## config.mk

```make
export PLATFORM = sky130hd
export DESIGN_NAME = psce_top
export DESIGN_NICKNAME = d
export VERILOG_FILES = /design/src/hw/psce_mem.v /design/src/hw/psce_top.v
export VERILOG_INCLUDE_DIRS = /design/src /design/src/hw
export SDC_FILE = /design/constraint.sdc
export NUM_CORES = 1
export LEC_CHECK = 0
export BUFFER_PORTS_ARGS = -buffer_cell sky130_fd_sc_hd__clkbuf_2
export CAP_MARGIN = 15
export CORE_ASPECT_RATIO = 1.2
export CORE_UTILIZATION = 50
export CTS_CLUSTER_SIZE = 10
export DETAILED_ROUTE_END_ITERATION = 16
export PLACE_DENSITY = 0.67
export SYNTH_ARGS = -nofsm -noshare
export SYNTH_HDL_FRONTEND = slang
export SYNTH_SLANG_ARGS = --single-unit
```

## constraint.sdc

```tcl
create_clock -name clk_i -period 4.1 [get_ports clk_i]
set_input_delay 0.41 -clock clk_i [delete_from_list [all_inputs] [get_ports clk_i]]
set_output_delay 0.41 -clock clk_i [all_outputs]
set_load 0.02 [all_outputs]
```

## src/hw/psce_defines.vh

```
// Constants shared by the potentiometer serial command executor.
`ifndef PSCE_DEFINES_VH
`define PSCE_DEFINES_VH

// EEPROM write cycle time in system clocks: 5 ms at 100 MHz.
// Sized to the 20-bit counter so that no bits are cut on use.
`define PSCE_TWC_CYCLES 20'h7A120

// Location addresses.
`define PSCE_ADDR_WIPER0 4'h0
`define PSCE_ADDR_WIPER1 4'h1
`define PSCE_ADDR_STATUS 4'h4
`define PSCE_ADDR_TERMINAL_CONTROL_REGISTER 4'h5

// Opcodes.
`define PSCE_OP_WRITE 2'h0
`define PSCE_OP_INCR 2'h1
`define PSCE_OP_DECR 2'h2
`define PSCE_OP_READ 2'h3

// Clock counts within a frame.
`define PSCE_BITS_ADDR 5'h04
`define PSCE_BITS_CMD 5'h06
`define PSCE_BITS_STEP 5'h08
`define PSCE_BITS_DOUT_LAST 5'h0F
`define PSCE_BITS_LONG 5'h10

// Field positions in the shifted command.
`define PSCE_CMD_ADDR_HI 5
`define PSCE_CMD_ADDR_LO 2
`define PSCE_CMD_OP_HI 1
`define PSCE_CMD_OP_LO 0
`define PSCE_DATA_HI 8
`define PSCE_STAT_EEPROM_WRITE_ACTIVE_FLAG_BIT 4

// Wiper scale limits and reset values.
`define PSCE_FULL_SCALE 9'h100
`define PSCE_ZERO_SCALE 9'h000
`define PSCE_WIPER_RST 9'h080
`define PSCE_TERMINAL_CONTROL_REGISTER_RST 9'h1FF
`define PSCE_STAT_RST 9'h000
`define PSCE_MEM_RST 9'h000
`define PSCE_DOUT_BAD 9'h1FF

`endif

```

## src/hw/psce_mem.v

```verilog
// Sixteen-word non-volatile image with a registered read port.
`timescale 1ns/100ps
`default_nettype none
`include "psce_defines.vh"
module psce_mem (
  input wire clk_i,
  input wire rst_b_i,
  input wire ce_i,
  input wire we_i,
  input wire [3:0] waddr_i,
  input wire [8:0] wdata_i,
  input wire [3:0] raddr_i,
  output reg [8:0] rdata_o
);
  reg [8:0] mem [0:15];
  integer i;

  // Stores a word on a write strobe and registers the read word.
  always @(posedge clk_i or negedge rst_b_i) begin
    if (!rst_b_i) begin
      for (i = 0; i < 16; i = i + 1) begin
        mem[i] <= `PSCE_MEM_RST;
      end
      rdata_o <= `PSCE_MEM_RST;
    end else if (ce_i) begin
      if (we_i) begin
        mem[waddr_i] <= wdata_i;
      end
      rdata_o <= mem[raddr_i];
    end
  end
endmodule
`default_nettype wire

```

## src/hw/psce_top.v

```verilog
// Serial command executor of a digital potentiometer.
`timescale 1ns/100ps
`default_nettype none
`include "psce_defines.vh"
module psce_top #(
  parameter [19:0] TWC_CYCLES = `PSCE_TWC_CYCLES
) (
  input wire clk_i,
  input wire rst_b_i,
  input wire ce_i,
  input wire cs_b_i,
  input wire sck_i,
  input wire sdi_i,
  output reg sdo_o,
  output reg sdo_oe_b_o,
  output reg [8:0] wiper0_o,
  output reg [8:0] wiper1_o,
  output reg [8:0] terminal_control_register_o,
  output reg eeprom_write_active_flag_o,
  output reg command_error_bit_o
);

  // Synchroniser stages for the link pins.
  reg cs_s1;
  reg cs_s2;
  reg cs_d;
  reg sck_s1;
  reg sck_s2;
  reg sck_d;
  reg sdi_s1;
  reg sdi_s2;

  // Frame state.
  reg [4:0] cnt;
  reg [15:0] shift;
  reg [3:0] addr;
  reg [1:0] op;
  reg [3:0] rd_addr;
  reg [8:0] rd_sh;
  reg nv_done;
  reg nv_pend;
  reg [3:0] nv_addr;
  reg [8:0] nv_data;

  // EEPROM write cycle state.
  reg [19:0] twc_cnt;
  reg mem_we;

  // Derived values.
  reg [4:0] next_cnt;
  reg [15:0] next_shift;
  reg [8:0] status;
  reg [8:0] next_rd;
  wire [8:0] mem_rdata;
  wire cs_act;
  wire cs_rise;
  wire sck_rise;
  wire sck_fall;
  wire at_cmd;
  wire bad_now;
  wire step_end;
  wire step_go;
  wire long_end;
  wire wr_go;
  wire wr_vol;
  wire wr_nv;
  wire [3:0] new_addr;
  wire [1:0] new_op;

  // True for locations that live in volatile storage.
  function is_vol;
    input [3:0] a;
    begin
      is_vol = (a == `PSCE_ADDR_WIPER0) || (a == `PSCE_ADDR_WIPER1) ||
               (a == `PSCE_ADDR_STATUS) || (a == `PSCE_ADDR_TERMINAL_CONTROL_REGISTER);
    end
  endfunction

  // True for the two wiper locations.
  function is_wiper;
    input [3:0] a;
    begin
      is_wiper = (a == `PSCE_ADDR_WIPER0) || (a == `PSCE_ADDR_WIPER1);
    end
  endfunction

  // True for the increment and decrement opcodes.
  function is_step;
    input [1:0] o;
    begin
      is_step = (o == `PSCE_OP_INCR) || (o == `PSCE_OP_DECR);
    end
  endfunction

  // Steps a wiper by one with saturation and range inhibit.
  function [8:0] step_wiper;
    input [8:0] w;
    input up;
    begin
      step_wiper = w;
      if (up) begin
        if (w < `PSCE_FULL_SCALE) begin
          step_wiper = w + 9'h001;
        end
      end else if ((w <= `PSCE_FULL_SCALE) &&
                   (w != `PSCE_ZERO_SCALE)) begin
        step_wiper = w - 9'h001;
      end
    end
  endfunction

  // Two flip-flops on every link pin before any logic reads it.
  always @(posedge clk_i or negedge rst_b_i) begin
    if (!rst_b_i) begin
      cs_s1 <= 1'b1;
      cs_s2 <= 1'b1;
      cs_d <= 1'b1;
      sck_s1 <= 1'b0;
      sck_s2 <= 1'b0;
      sck_d <= 1'b0;
      sdi_s1 <= 1'b0;
      sdi_s2 <= 1'b0;
    end else if (ce_i) begin
      cs_s1 <= cs_b_i;
      cs_s2 <= cs_s1;
      cs_d <= cs_s2;
      sck_s1 <= sck_i;
      sck_s2 <= sck_s1;
      sck_d <= sck_s2;
      sdi_s1 <= sdi_i;
      sdi_s2 <= sdi_s1;
    end
  end

  // Select level and serial clock edges seen in the system clock.
  assign cs_act = ~cs_s2;
  assign cs_rise = cs_s2 & ~cs_d;
  assign sck_rise = cs_act & sck_s2 & ~sck_d;
  assign sck_fall = cs_act & ~sck_s2 & sck_d;

  // Clock count and shift value after the current rising edge.
  always @* begin
    next_cnt = cnt + 5'h01;
    next_shift = {shift[14:0], sdi_s2};
  end

  // Address and opcode sit in the first six bits of a frame.
  assign new_addr = next_shift[`PSCE_CMD_ADDR_HI:`PSCE_CMD_ADDR_LO];
  assign new_op = next_shift[`PSCE_CMD_OP_HI:`PSCE_CMD_OP_LO];
  assign at_cmd = sck_rise & (next_cnt == `PSCE_BITS_CMD);

  // A command is refused after a non-volatile write, while busy on a
  // non-volatile location, or as a step to a non-wiper address.
  assign bad_now = command_error_bit_o | nv_done |
                   (eeprom_write_active_flag_o & ~is_vol(new_addr)) |
                   (is_step(new_op) & ~is_wiper(new_addr));

  // Frame end points and the actions taken there.
  assign step_end = sck_rise & (next_cnt == `PSCE_BITS_STEP) & is_step(op);
  assign step_go = step_end & ~command_error_bit_o;
  assign long_end = sck_rise & (next_cnt == `PSCE_BITS_LONG);
  assign wr_go = long_end & (op == `PSCE_OP_WRITE) & ~command_error_bit_o;
  assign wr_vol = wr_go & is_vol(addr);
  assign wr_nv = wr_go & ~is_vol(addr);

  // Frame counter and shifter; a step frame ends after eight clocks,
  // a read or write after sixteen, and the next frame starts at once.
  always @(posedge clk_i or negedge rst_b_i) begin
    if (!rst_b_i) begin
      cnt <= 5'h00;
      shift <= 16'h0000;
      addr <= 4'h0;
      op <= `PSCE_OP_WRITE;
      rd_addr <= 4'h0;
    end else if (ce_i) begin
      if (!cs_act) begin
        cnt <= 5'h00;
      end else if (sck_rise) begin
        shift <= next_shift;
        if (step_end || long_end) begin
          cnt <= 5'h00;
        end else begin
          cnt <= next_cnt;
        end
        if (next_cnt == `PSCE_BITS_ADDR) begin
          rd_addr <= next_shift[3:0];
        end
        if (at_cmd) begin
          addr <= new_addr;
          op <= new_op;
        end
      end
    end
  end

  // Command error stays set until select goes inactive; a pending
  // non-volatile write is dropped by any clock after its sixteenth.
  always @(posedge clk_i or negedge rst_b_i) begin
    if (!rst_b_i) begin
      command_error_bit_o <= 1'b0;
      nv_done <= 1'b0;
      nv_pend <= 1'b0;
      nv_addr <= 4'h0;
      nv_data <= 9'h000;
    end else if (ce_i) begin
      if (!cs_act) begin
        command_error_bit_o <= 1'b0;
        nv_done <= 1'b0;
        nv_pend <= 1'b0;
      end else if (sck_rise) begin
        if (at_cmd && bad_now) begin
          command_error_bit_o <= 1'b1;
        end
        if (nv_done) begin
          nv_pend <= 1'b0;
        end
        if (wr_nv) begin
          nv_done <= 1'b1;
          nv_pend <= 1'b1;
          nv_addr <= addr;
          nv_data <= next_shift[`PSCE_DATA_HI:0];
        end
      end
    end
  end

  // Volatile locations: wipers take writes and steps, control takes
  // writes, the status location ignores writes.
  always @(posedge clk_i or negedge rst_b_i) begin
    if (!rst_b_i) begin
      wiper0_o <= `PSCE_WIPER_RST;
      wiper1_o <= `PSCE_WIPER_RST;
      terminal_control_register_o <= `PSCE_TERMINAL_CONTROL_REGISTER_RST;
    end else if (ce_i) begin
      if (step_go && (addr == `PSCE_ADDR_WIPER0)) begin
        wiper0_o <= step_wiper(wiper0_o, op == `PSCE_OP_INCR);
      end
      if (step_go && (addr == `PSCE_ADDR_WIPER1)) begin
        wiper1_o <= step_wiper(wiper1_o, op == `PSCE_OP_INCR);
      end
      if (wr_vol && (addr == `PSCE_ADDR_WIPER0)) begin
        wiper0_o <= next_shift[`PSCE_DATA_HI:0];
      end
      if (wr_vol && (addr == `PSCE_ADDR_WIPER1)) begin
        wiper1_o <= next_shift[`PSCE_DATA_HI:0];
      end
      if (wr_vol && (addr == `PSCE_ADDR_TERMINAL_CONTROL_REGISTER)) begin
        terminal_control_register_o <= next_shift[`PSCE_DATA_HI:0];
      end
    end
  end

  // EEPROM cycle: starts on deselect when a clean write is pending,
  // then holds the busy flag for the write cycle time.
  // The start is placed last so that it wins over the countdown if a
  // new deselect lands in the cycle in which the old one expires.
  // The count holds the remaining cycles; it reaches one in the final
  // cycle, so the flag stands for exactly TWC_CYCLES clocks.
  always @(posedge clk_i or negedge rst_b_i) begin
    if (!rst_b_i) begin
      twc_cnt <= 20'h00000;
      eeprom_write_active_flag_o <= 1'b0;
      mem_we <= 1'b0;
    end else if (ce_i) begin
      mem_we <= 1'b0;
      if (eeprom_write_active_flag_o) begin
        twc_cnt <= twc_cnt - 20'h00001;
        if (twc_cnt == 20'h00001) begin
          eeprom_write_active_flag_o <= 1'b0;
        end
      end
      if (cs_rise && nv_pend) begin
        mem_we <= 1'b1;
        eeprom_write_active_flag_o <= 1'b1;
        twc_cnt <= TWC_CYCLES;
      end
    end
  end

  // Non-volatile image. It is written only at the start of an EEPROM
  // cycle and read through a register; the read address is caught on
  // the fourth clock, so the word is settled long before the sixth.
  psce_mem u_mem (
    .clk_i(clk_i),
    .rst_b_i(rst_b_i),
    .ce_i(ce_i),
    .we_i(mem_we),
    .waddr_i(nv_addr),
    .wdata_i(nv_data),
    .raddr_i(rd_addr),
    .rdata_o(mem_rdata)
  );

  // Status word carries the busy flag; read data is chosen here.
  // A refused read returns all ones, which also hides non-volatile
  // words while an EEPROM cycle runs.
  always @* begin
    status = `PSCE_STAT_RST;
    status[`PSCE_STAT_EEPROM_WRITE_ACTIVE_FLAG_BIT] = eeprom_write_active_flag_o;
    case (new_addr)
      `PSCE_ADDR_WIPER0: next_rd = wiper0_o;
      `PSCE_ADDR_WIPER1: next_rd = wiper1_o;
      `PSCE_ADDR_STATUS: next_rd = status;
      `PSCE_ADDR_TERMINAL_CONTROL_REGISTER: next_rd = terminal_control_register_o;
      default: next_rd = mem_rdata;
    endcase
    if (bad_now) begin
      next_rd = `PSCE_DOUT_BAD;
    end
  end

  // Output shifter: error bit after the sixth clock, then nine data
  // bits for a read, each set up on a falling edge, MSB first.
  always @(posedge clk_i or negedge rst_b_i) begin
    if (!rst_b_i) begin
      rd_sh <= 9'h000;
      sdo_o <= 1'b1;
      sdo_oe_b_o <= 1'b1;
    end else if (ce_i) begin
      if (!cs_act) begin
        sdo_o <= 1'b1;
        sdo_oe_b_o <= 1'b1;
      end else if (at_cmd) begin
        rd_sh <= next_rd;
      end else if (sck_fall) begin
        if (cnt == `PSCE_BITS_CMD) begin
          sdo_o <= ~command_error_bit_o;
          sdo_oe_b_o <= 1'b0;
        end else if ((op == `PSCE_OP_READ) &&
                     (cnt > `PSCE_BITS_CMD) &&
                     (cnt <= `PSCE_BITS_DOUT_LAST)) begin
          sdo_o <= rd_sh[8];
          rd_sh <= {rd_sh[7:0], 1'b0};
          sdo_oe_b_o <= 1'b0;
        end else begin
          sdo_o <= 1'b1;
          sdo_oe_b_o <= 1'b1;
        end
      end
    end
  end

endmodule
`default_nettype wire

```

==> results of run 1 <==
==> worst min path at each step <==
| stage | start | end | slack, ns | depth (start not counted) |
|---|---|---|---|---|
| 2_1_floorplan | rst_b_i | addr[0] | 0.11 | 0 |
| 3_3_place_gp | rd_sh[6] | rd_sh[6] | 0.46 | 2 |
| 3_5_place_dp | cs_d | cs_d | 0.47 | 2 |
| 4_1_cts | sdi_i | sdi_s1 | 0.1 | 2 |
| 5_1_grt | sdi_i | sdi_s1 | 0.10 | 2 |
| 6_report | sdi_i | sdi_s1 | 0.11 | 2 |
==> sequential cells by signal, summed over array words and instances (netlist names), 5 cells and up <==
signal and cells:
shift 8, wiper1_o 9, twc_cnt 20, wiper0_o 9, terminal_control_register_o 9, cnt 5
u_mem.rdata_o 9, rd_sh 9, u_mem.mem 144, nv_data 9
==> worst max-delay path, cell delays in order, from the launching register on <==
cell	delay (ns)
dfrtp_1	0.48
ha_1	0.36
and3_1	0.23
ha_1	0.45
nand2_1	0.14
nor4b_1	0.64
and3_1	0.25
o21a_1	0.47
mux2_4	0.34
==> report_power, final <==
| group | switching [mW] | internal, mW | total, mW |
|---|---|---|---|
| clock | 0.996 | 1.44 | 2.43 |
| sequential | 0.116 | 2.61 | 2.73 |
| combinational | 0.296 | 0.195 | 0.491 |
| total | 1.41 | 4.25 | 5.65 |
==> routing by layer <==
layer / share of wire [%] / vias to the layer above / wire length (µm) / GRT usage [%]
li1: - / 3689 / - / -
met1: 44 / 4100 / 12300 / 28.6
met2: 50 / 130 / 14000 / 37.4
met3: 3.2 / 44 / 889 / 2.53
met4: 2.2 / 0 / 603 / 6.12
met5: 0 / - / 0 / 0
==> timing repair <==
| action | CTS | global route |
|---|---|---|
| hold endpoints to repair | 74 | 0 |
| hold buffers | 1 | 0 |
| setup endpoints to repair | 0 | 0 |
==> metrics by stage <==
| step | power (mW) | setup slack, ns | instance area [µm²] |
|---|---|---|---|
| global route | 5.89 | 0.390 | 14400 |
| global placement | 3.26 | 0.784 | 13500 |
| CTS | 5.71 | 0.710 | 14400 |
| floorplan | 3.06 | 1.27 | 13000 |
| finish | 5.65 | 0.614 | 14400 |
| detailed placement | 3.26 | 0.733 | 13500 |
==> synthesized netlist by cell type (all sizes together), types with 7 or more instances <==
master  instances
ha             26
nand3          11
nand2          45
nor4           10
nor3           20
clkbuf         36
mux2          231
a21oi          19
a221oi          8
inv            18
o21ai          38
nor2           64
or4             7
dfstp          16
buf            14
mux4           46
xnor2          25
o22ai           9
dfrtp         244
==> cells by family (layout without fill, tap and decap cells) <==
| family | Yosys count | after routing | share of synthesized area, % |
|---|---|---|---|
| muxes | 281 | 281 | 28.6 |
| and+or+nand+nor | 208 | 208 | 8.53 |
| adders and majority gates | 28 | 28 | 2.81 |
| DFF | 260 | 260 | 50.3 |
| xor gates and xnor gates | 30 | 30 | 2.23 |
| buffers and inverters | 68 | 126 | 2.31 |
| AOI/OAI and AO/OA | 105 | 105 | 5.29 |
==> final cells by class <==
| cell class | instances | area [µm²] | share of cell area (%) |
|---|---|---|---|
| clock buffers | 55 | 886 | 6.15 |
| flip-flops and latches | 260 | 6530 | 45.3 |
| clock inverters | 1 | 7.51 | 0.0521 |
| well taps | 330 | 413 | 2.87 |
| repair buffers | 52 | 338 | 2.35 |
| multi-input cells | 652 | 6160 | 42.8 |
| inverters | 18 | 67.6 | 0.469 |
==> results.md, run 1 <==
* Root Buffer: clkbuf_16
* Vias in the first global route at roughly 8,100
* Synth Register Bits at 260
* # fillers at 2,127
* Per-cell routed wire length at approximately 20 µm
* Fmax at between 0.2 and 0.3 GHz
* Fin Setup TNS at 0 ns
* Util after Layout at a little under three fifths
* CTS Buf Count at 30
* Number of antenna diodes at 0
* CTS resizes at 0
* CTS tree: yes
* Status: complete, no violations
* Synth top area cells: dfrtp_1 (47%), mux2_2 (19%), mux4_2 (8.0%)
* RSZ-0062 raised after global routing: false
* Hold Path Class: in -> reg
* RD Place Congestion at between 0.8 and 0.9
* Ys async rst share at 100%
* Die height at between 150 and 200 µm
* Leading cell type in the layout, fill and taps excluded: dfrtp_1
* Sequential fraction of the synthesis area at a little over 50%
* Setup Skew at between 0.009 and 0.01 ns
* Worst slew pin tran at 1.02 ns
* IO buf count at 36
* Die X at 149 µm
* Yosys top cell by area: dfrtp_1
* Vias/cell at between 5 and 6
* Reg2Reg Setup Slack at between 0.6 and 0.7 ns
* Die area at about 27,000 µm²
* Yosys cell types at 75
* # rows at 64
* Placed insts at about 1,300
* Most frequent cells in the layout: dfrtp_1 (243), mux2_2 (222), nor2_1 (63)
* Most used DFF post-synth: dfrtp_1
* Synth top area share at between 40% and 50%
* Clk slew on worst S/H paths at ~0.060 ns
* Rel. slew slack at a little under a third
* Tot GR Track Use at a little over a fifth
* VDD IR-drop max at ~320 µV
* Clock sinks at 260
* Non-Filler Instances at approximately 1,400
* Fin Hold WS at 0.113 ns
* Initial antenna violation count at 0
* IO Pins at 37
* Synthesis-to-layout area growth at 10.9%
* GRT overflow at 0
* Post-Route WL at roughly 28,000 µm
* Vias at approximately 8,000
* Pwr dens at 393 nW/µm²
* Final hold viol count at 0
* Syn Nets at 1,014
* FF-to-FF Start: cnt[0]
* Worst-skew pair later-pin latency at about 0.54 ns
* Crit path launch: cnt[0]
* Core Area at about 25,000 µm²
* Clock Path Buffers at 3
* Antenna Nets Post-Route at 0
* NumNets Final at roughly 1,000
* Mapped Avg Cell Area at around 13 µm²
* Final Setup Violations at 0
* Initial Utilization at ~50%
* Yosys warnings at 0
* Layout cells sized above 1 at between 30% and 40%
* Worst r2r dst: wiper0_o[2]
* Leak pwr at roughly 6.7 nW
* Final worst-path cycle share at between 80 and 90%
* Mapped Area at around 13,000 µm²
* Setup Fix Bufs, Post-CTS at 0
* Pre-antenna DRT Iters at 5
* Initial detailed-routing violation count at 442
* CP endpoint: wiper0_o[2]
* Crit. End Element: register
* Pins Over Slew Limit at 0
* Largest net degree at the start of global routing at 111
* CTS H-Tree Depth at 1
* Setup crit start kind: register
* Crit path arrival time at between 3 and 4 ns
* Max FO, Critical Path at 11
* R2r worst-path depth at 8
* Remaining DRCs at 0
* First-pass GRT wire length at between 40,000 and 50,000 µm
* Crit path time final at roughly 3.5 ns
* EDFF count, synth at 0
* HPWL Detailed at about 19,000 µm
* Cells after synthesis at 980
* Max_cap viols at 0
* Worst endpoint required time at 4.52 ns
* Crit Path Class: reg -> reg
No activity file was read; power rests on OpenSTA's default activity.
==> inputs of run 2 (changes only) <==
--- a/config.mk
+++ b/config.mk
@@ -6,13 +6,14 @@
 export SDC_FILE = /design/constraint.sdc
 export NUM_CORES = 1
 export LEC_CHECK = 0
-export BUFFER_PORTS_ARGS = -buffer_cell sky130_fd_sc_hd__clkbuf_2
 export CAP_MARGIN = 15
 export CORE_ASPECT_RATIO = 1.2
 export CORE_UTILIZATION = 50
 export CTS_CLUSTER_SIZE = 10
 export DETAILED_ROUTE_END_ITERATION = 16
-export PLACE_DENSITY = 0.67
+export DONT_BUFFER_PORTS = 1
+export PLACE_DENSITY = 0.66
+export SLEW_MARGIN = 10
 export SYNTH_ARGS = -nofsm -noshare
 export SYNTH_HDL_FRONTEND = slang
 export SYNTH_SLANG_ARGS = --single-unit
==> constraint.sdc (replaced) <==
create_clock -name clk_i -period 4.1 [get_ports clk_i]
set_input_delay 0.82 -clock clk_i [delete_from_list [all_inputs] [get_ports clk_i]]
set_output_delay 0.82 -clock clk_i [all_outputs]
set_load 0.02 [all_outputs]
==> results.md, run 2 (synthesis gave the netlist of run 1 again) <==
* NumNets Final at 1,007 (was 1,048)
* Vias/cell at 5.91 (was 5.82)
* Clock sinks at 260 (unchanged)
* Cell-by-cell trace of the critical path: ha_1 -> and3_1 -> ha_1 -> nand2_1 -> nor4b_1 -> and3_1 -> o21a_1 -> mux2_4 (unchanged)
* Root Buffer: clkbuf_16 (unchanged)
* Worst r2r dst: wiper0_o[2] (unchanged)
* Final Setup Violations at 0 (unchanged)
* CTS Buf Count at 30 (unchanged)
* Initial Utilization at 51.0% (unchanged)
* First-pass GRT wire length at 45,700 µm (was 44,900 µm)
* # rows at 64 (unchanged)
* Setup crit start kind: register (unchanged)
* Total power draw at 5.66 mW (was 5.65 mW)
* Setup Skew at 0.0136 ns (was 0.00996 ns)
* CTS tree: yes (unchanged)
* Post-Route WL at 28,000 µm (was 27,800 µm)
* Crit path time final at 3.49 ns (about the same)
* Most frequent cells in the layout: dfrtp_1 (243), mux2_2 (222), nor2_1 (63) (unchanged)
* # fillers at 2,107 (was 2,127)
* Worst slew pin tran at 1.02 ns (about the same)
* GRT overflow at 0 (unchanged)
* Initial antenna violation count at 0 (unchanged)
* CP top delay family: simple AND/OR/NAND/NOR gates (unchanged)
* Die height at 179 µm (unchanged)
* Remaining DRCs at 0 (unchanged)
* IO buf count at 0 (was 36)
* Initial detailed-routing violation count at 335 (was 442)
* Max_cap viols at 0 (unchanged)
* Clk slew on worst S/H paths at 0.06 ns (about the same)
* Vias in the first global route at 8,230 (was 8,140)
* Max FO, Critical Path at 11 (unchanged)
* Reg2Reg Setup Slack at 0.61 ns (about the same)
* Worst path slowest cell: nor4b_1 (unchanged)
* Final worst-path cycle share at 85.1% (was 85.0%)
* CTS H-Tree Depth at 1 (unchanged)
* Hold Path Class: in -> async (was in -> reg)
* HPWL Detailed at 18,900 µm (about the same)
* Pwr dens at 399 nW/µm² (was 393 nW/µm²)
* Status: complete, but fails checks (was complete, no violations)
* Clock Path Buffers at 3 (unchanged)
* Die X at 149 µm (unchanged)
* Antenna Nets Post-Route at 0 (unchanged)
* RD Place Congestion at 0.856 (was 0.882)
* VDD IR-drop max at 323 µV (was 322 µV)
* Worst Path Buf+Inv at 0 (unchanged)
* Worst-skew pair later-pin latency at 0.55 ns (was 0.54 ns)
* Pins Over Slew Limit at 0 (unchanged)
* FF-to-FF Start: cnt[0] (unchanged)
* Largest net degree at the start of global routing at 261 (was 111)
* Final hold viol count at 6 (was 0)
* RSZ-0062 raised after global routing: false (unchanged)
* R2r worst-path depth at 8 (unchanged)
* Die area at 26,600 µm² (unchanged)
* Biggest regs: u_mem.mem (144), twc_cnt (20) (unchanged)
* Leak pwr at 6.49 nW (was 6.67 nW)
* Rel. slew slack at 31.9% (was 31.7%)
* Number of antenna diodes at 0 (unchanged)
* Crit path arrival time at 3.92 ns (was 3.91 ns)
* Fin Hold WS at -0.0113 ns (was 0.113 ns)
* Largest register FFs at 144 (unchanged)
* Fmax at 0.287 GHz (about the same)
* Tot GR Track Use at 22.1% (was 21.6%)
* Fin Setup TNS at 0 ns (unchanged)
* Place WS at 0.630 ns (was 0.733 ns)
* Crit Path Class: reg -> reg (unchanged)
* Vias at 7,844 (was 7,963)
* Crit. End Element: register (unchanged)
* CTS resizes at 0 (unchanged)
* Worst endpoint required time at 4.53 ns (was 4.52 ns)
* Pre-antenna DRT Iters at 4 (was 5)
* Leading cell type in the layout, fill and taps excluded: dfrtp_1 (unchanged)
* Synthesis-to-layout area growth at 9.14% (was 10.9%)
* Layout cells sized above 1 at 36.1% (was 38.6%)
* Per-cell routed wire length at 21.1 µm (was 20.3 µm)
* Failing checks: hold timing
* Core Area at 25,500 µm² (unchanged)
* Top register by number of flip-flops: u_mem.mem (unchanged)
* Setup ws final at 0.611 ns (was 0.614 ns)
* Max incr delay on CP at 0.66 ns (was 0.64 ns)
* IO Pins at 37 (unchanged)
run 2: cell count changes in the layout (fill, tap and decap cells not counted), sizes merged:
cell         delta
dlygate4sd3     -1
clkbuf         -35
buf             -5
clkinvlp        -1
bufinv          +1
run 2: metrics by stage:
stage               hold slack [ns]  area (µm²)  instances  utilization, %
floorplan                     0.449       13000        980               -
global placement              0.463       13200       1270            52.0
detailed placement            0.476       13200       1270            52.0
CTS                         -0.0587       14200       1326            55.6
global route                -0.0444       14200       1327            55.7
finish                      -0.0113       14200       1327            55.7
run 2: final cells by class:
cell class	count	area (µm²)	area share (%)
clock buffers	55	876	6.18
clock inverters	1	30.0	0.212
inverters	18	67.6	0.477
multi-input cells	652	6160	43.5
flip-flops and latches	260	6530	46.1
well taps	330	413	2.91
repair buffers	11	95.1	0.671
run 2: worst register-to-register path, delay by kind of cell, from the launching register on:
kind | cells | cell delay, ns
adder cells (fa/ha/maj) | 2 | 0.80
AO/OA/AOI/OAI | 1 | 0.45
multiplexers | 1 | 0.35
AND/OR/NAND/NOR | 4 | 1.29
flip-flops | 1 | 0.48
run 2: worst max-delay path by stage:
stage           start          end  cells after the start
2_1_floorplan  cnt[0]  wiper0_o[1]                      9
3_5_place_dp   cnt[0]  wiper0_o[2]                      8
5_1_grt        cnt[0]  wiper0_o[2]                      8
3_3_place_gp   cnt[0]  wiper0_o[3]                      8
4_1_cts        cnt[0]  wiper0_o[2]                      8
6_report       cnt[0]  wiper0_o[2]                      8
run 2: metal layers:
layer  vias up  share of wire [%]  GRT usage (%)
met3        47                4.2           3.40
met2       127                 50           38.0
met1      4052                 43           28.5
li1       3618                  -              -
met4         0                2.5           7.19
met5         -                  0              0
run 2: timing repair:
| item | in CTS | in global routing |
|---|---|---|
| setup buffers | 0 | 0 |
| endpoints found under the hold margin | 244 | 31 |
| endpoints found under the setup margin | 0 | 0 |
run 2: power breakdown:
part           leakage (nW)  total, mW  switching (mW)  internal (mW)
clock                 0.431       2.48           0.997           1.48
sequential             3.54       2.76           0.142           2.61
combinational          2.52      0.422           0.238          0.185
total                  6.49       5.66            1.38           4.28
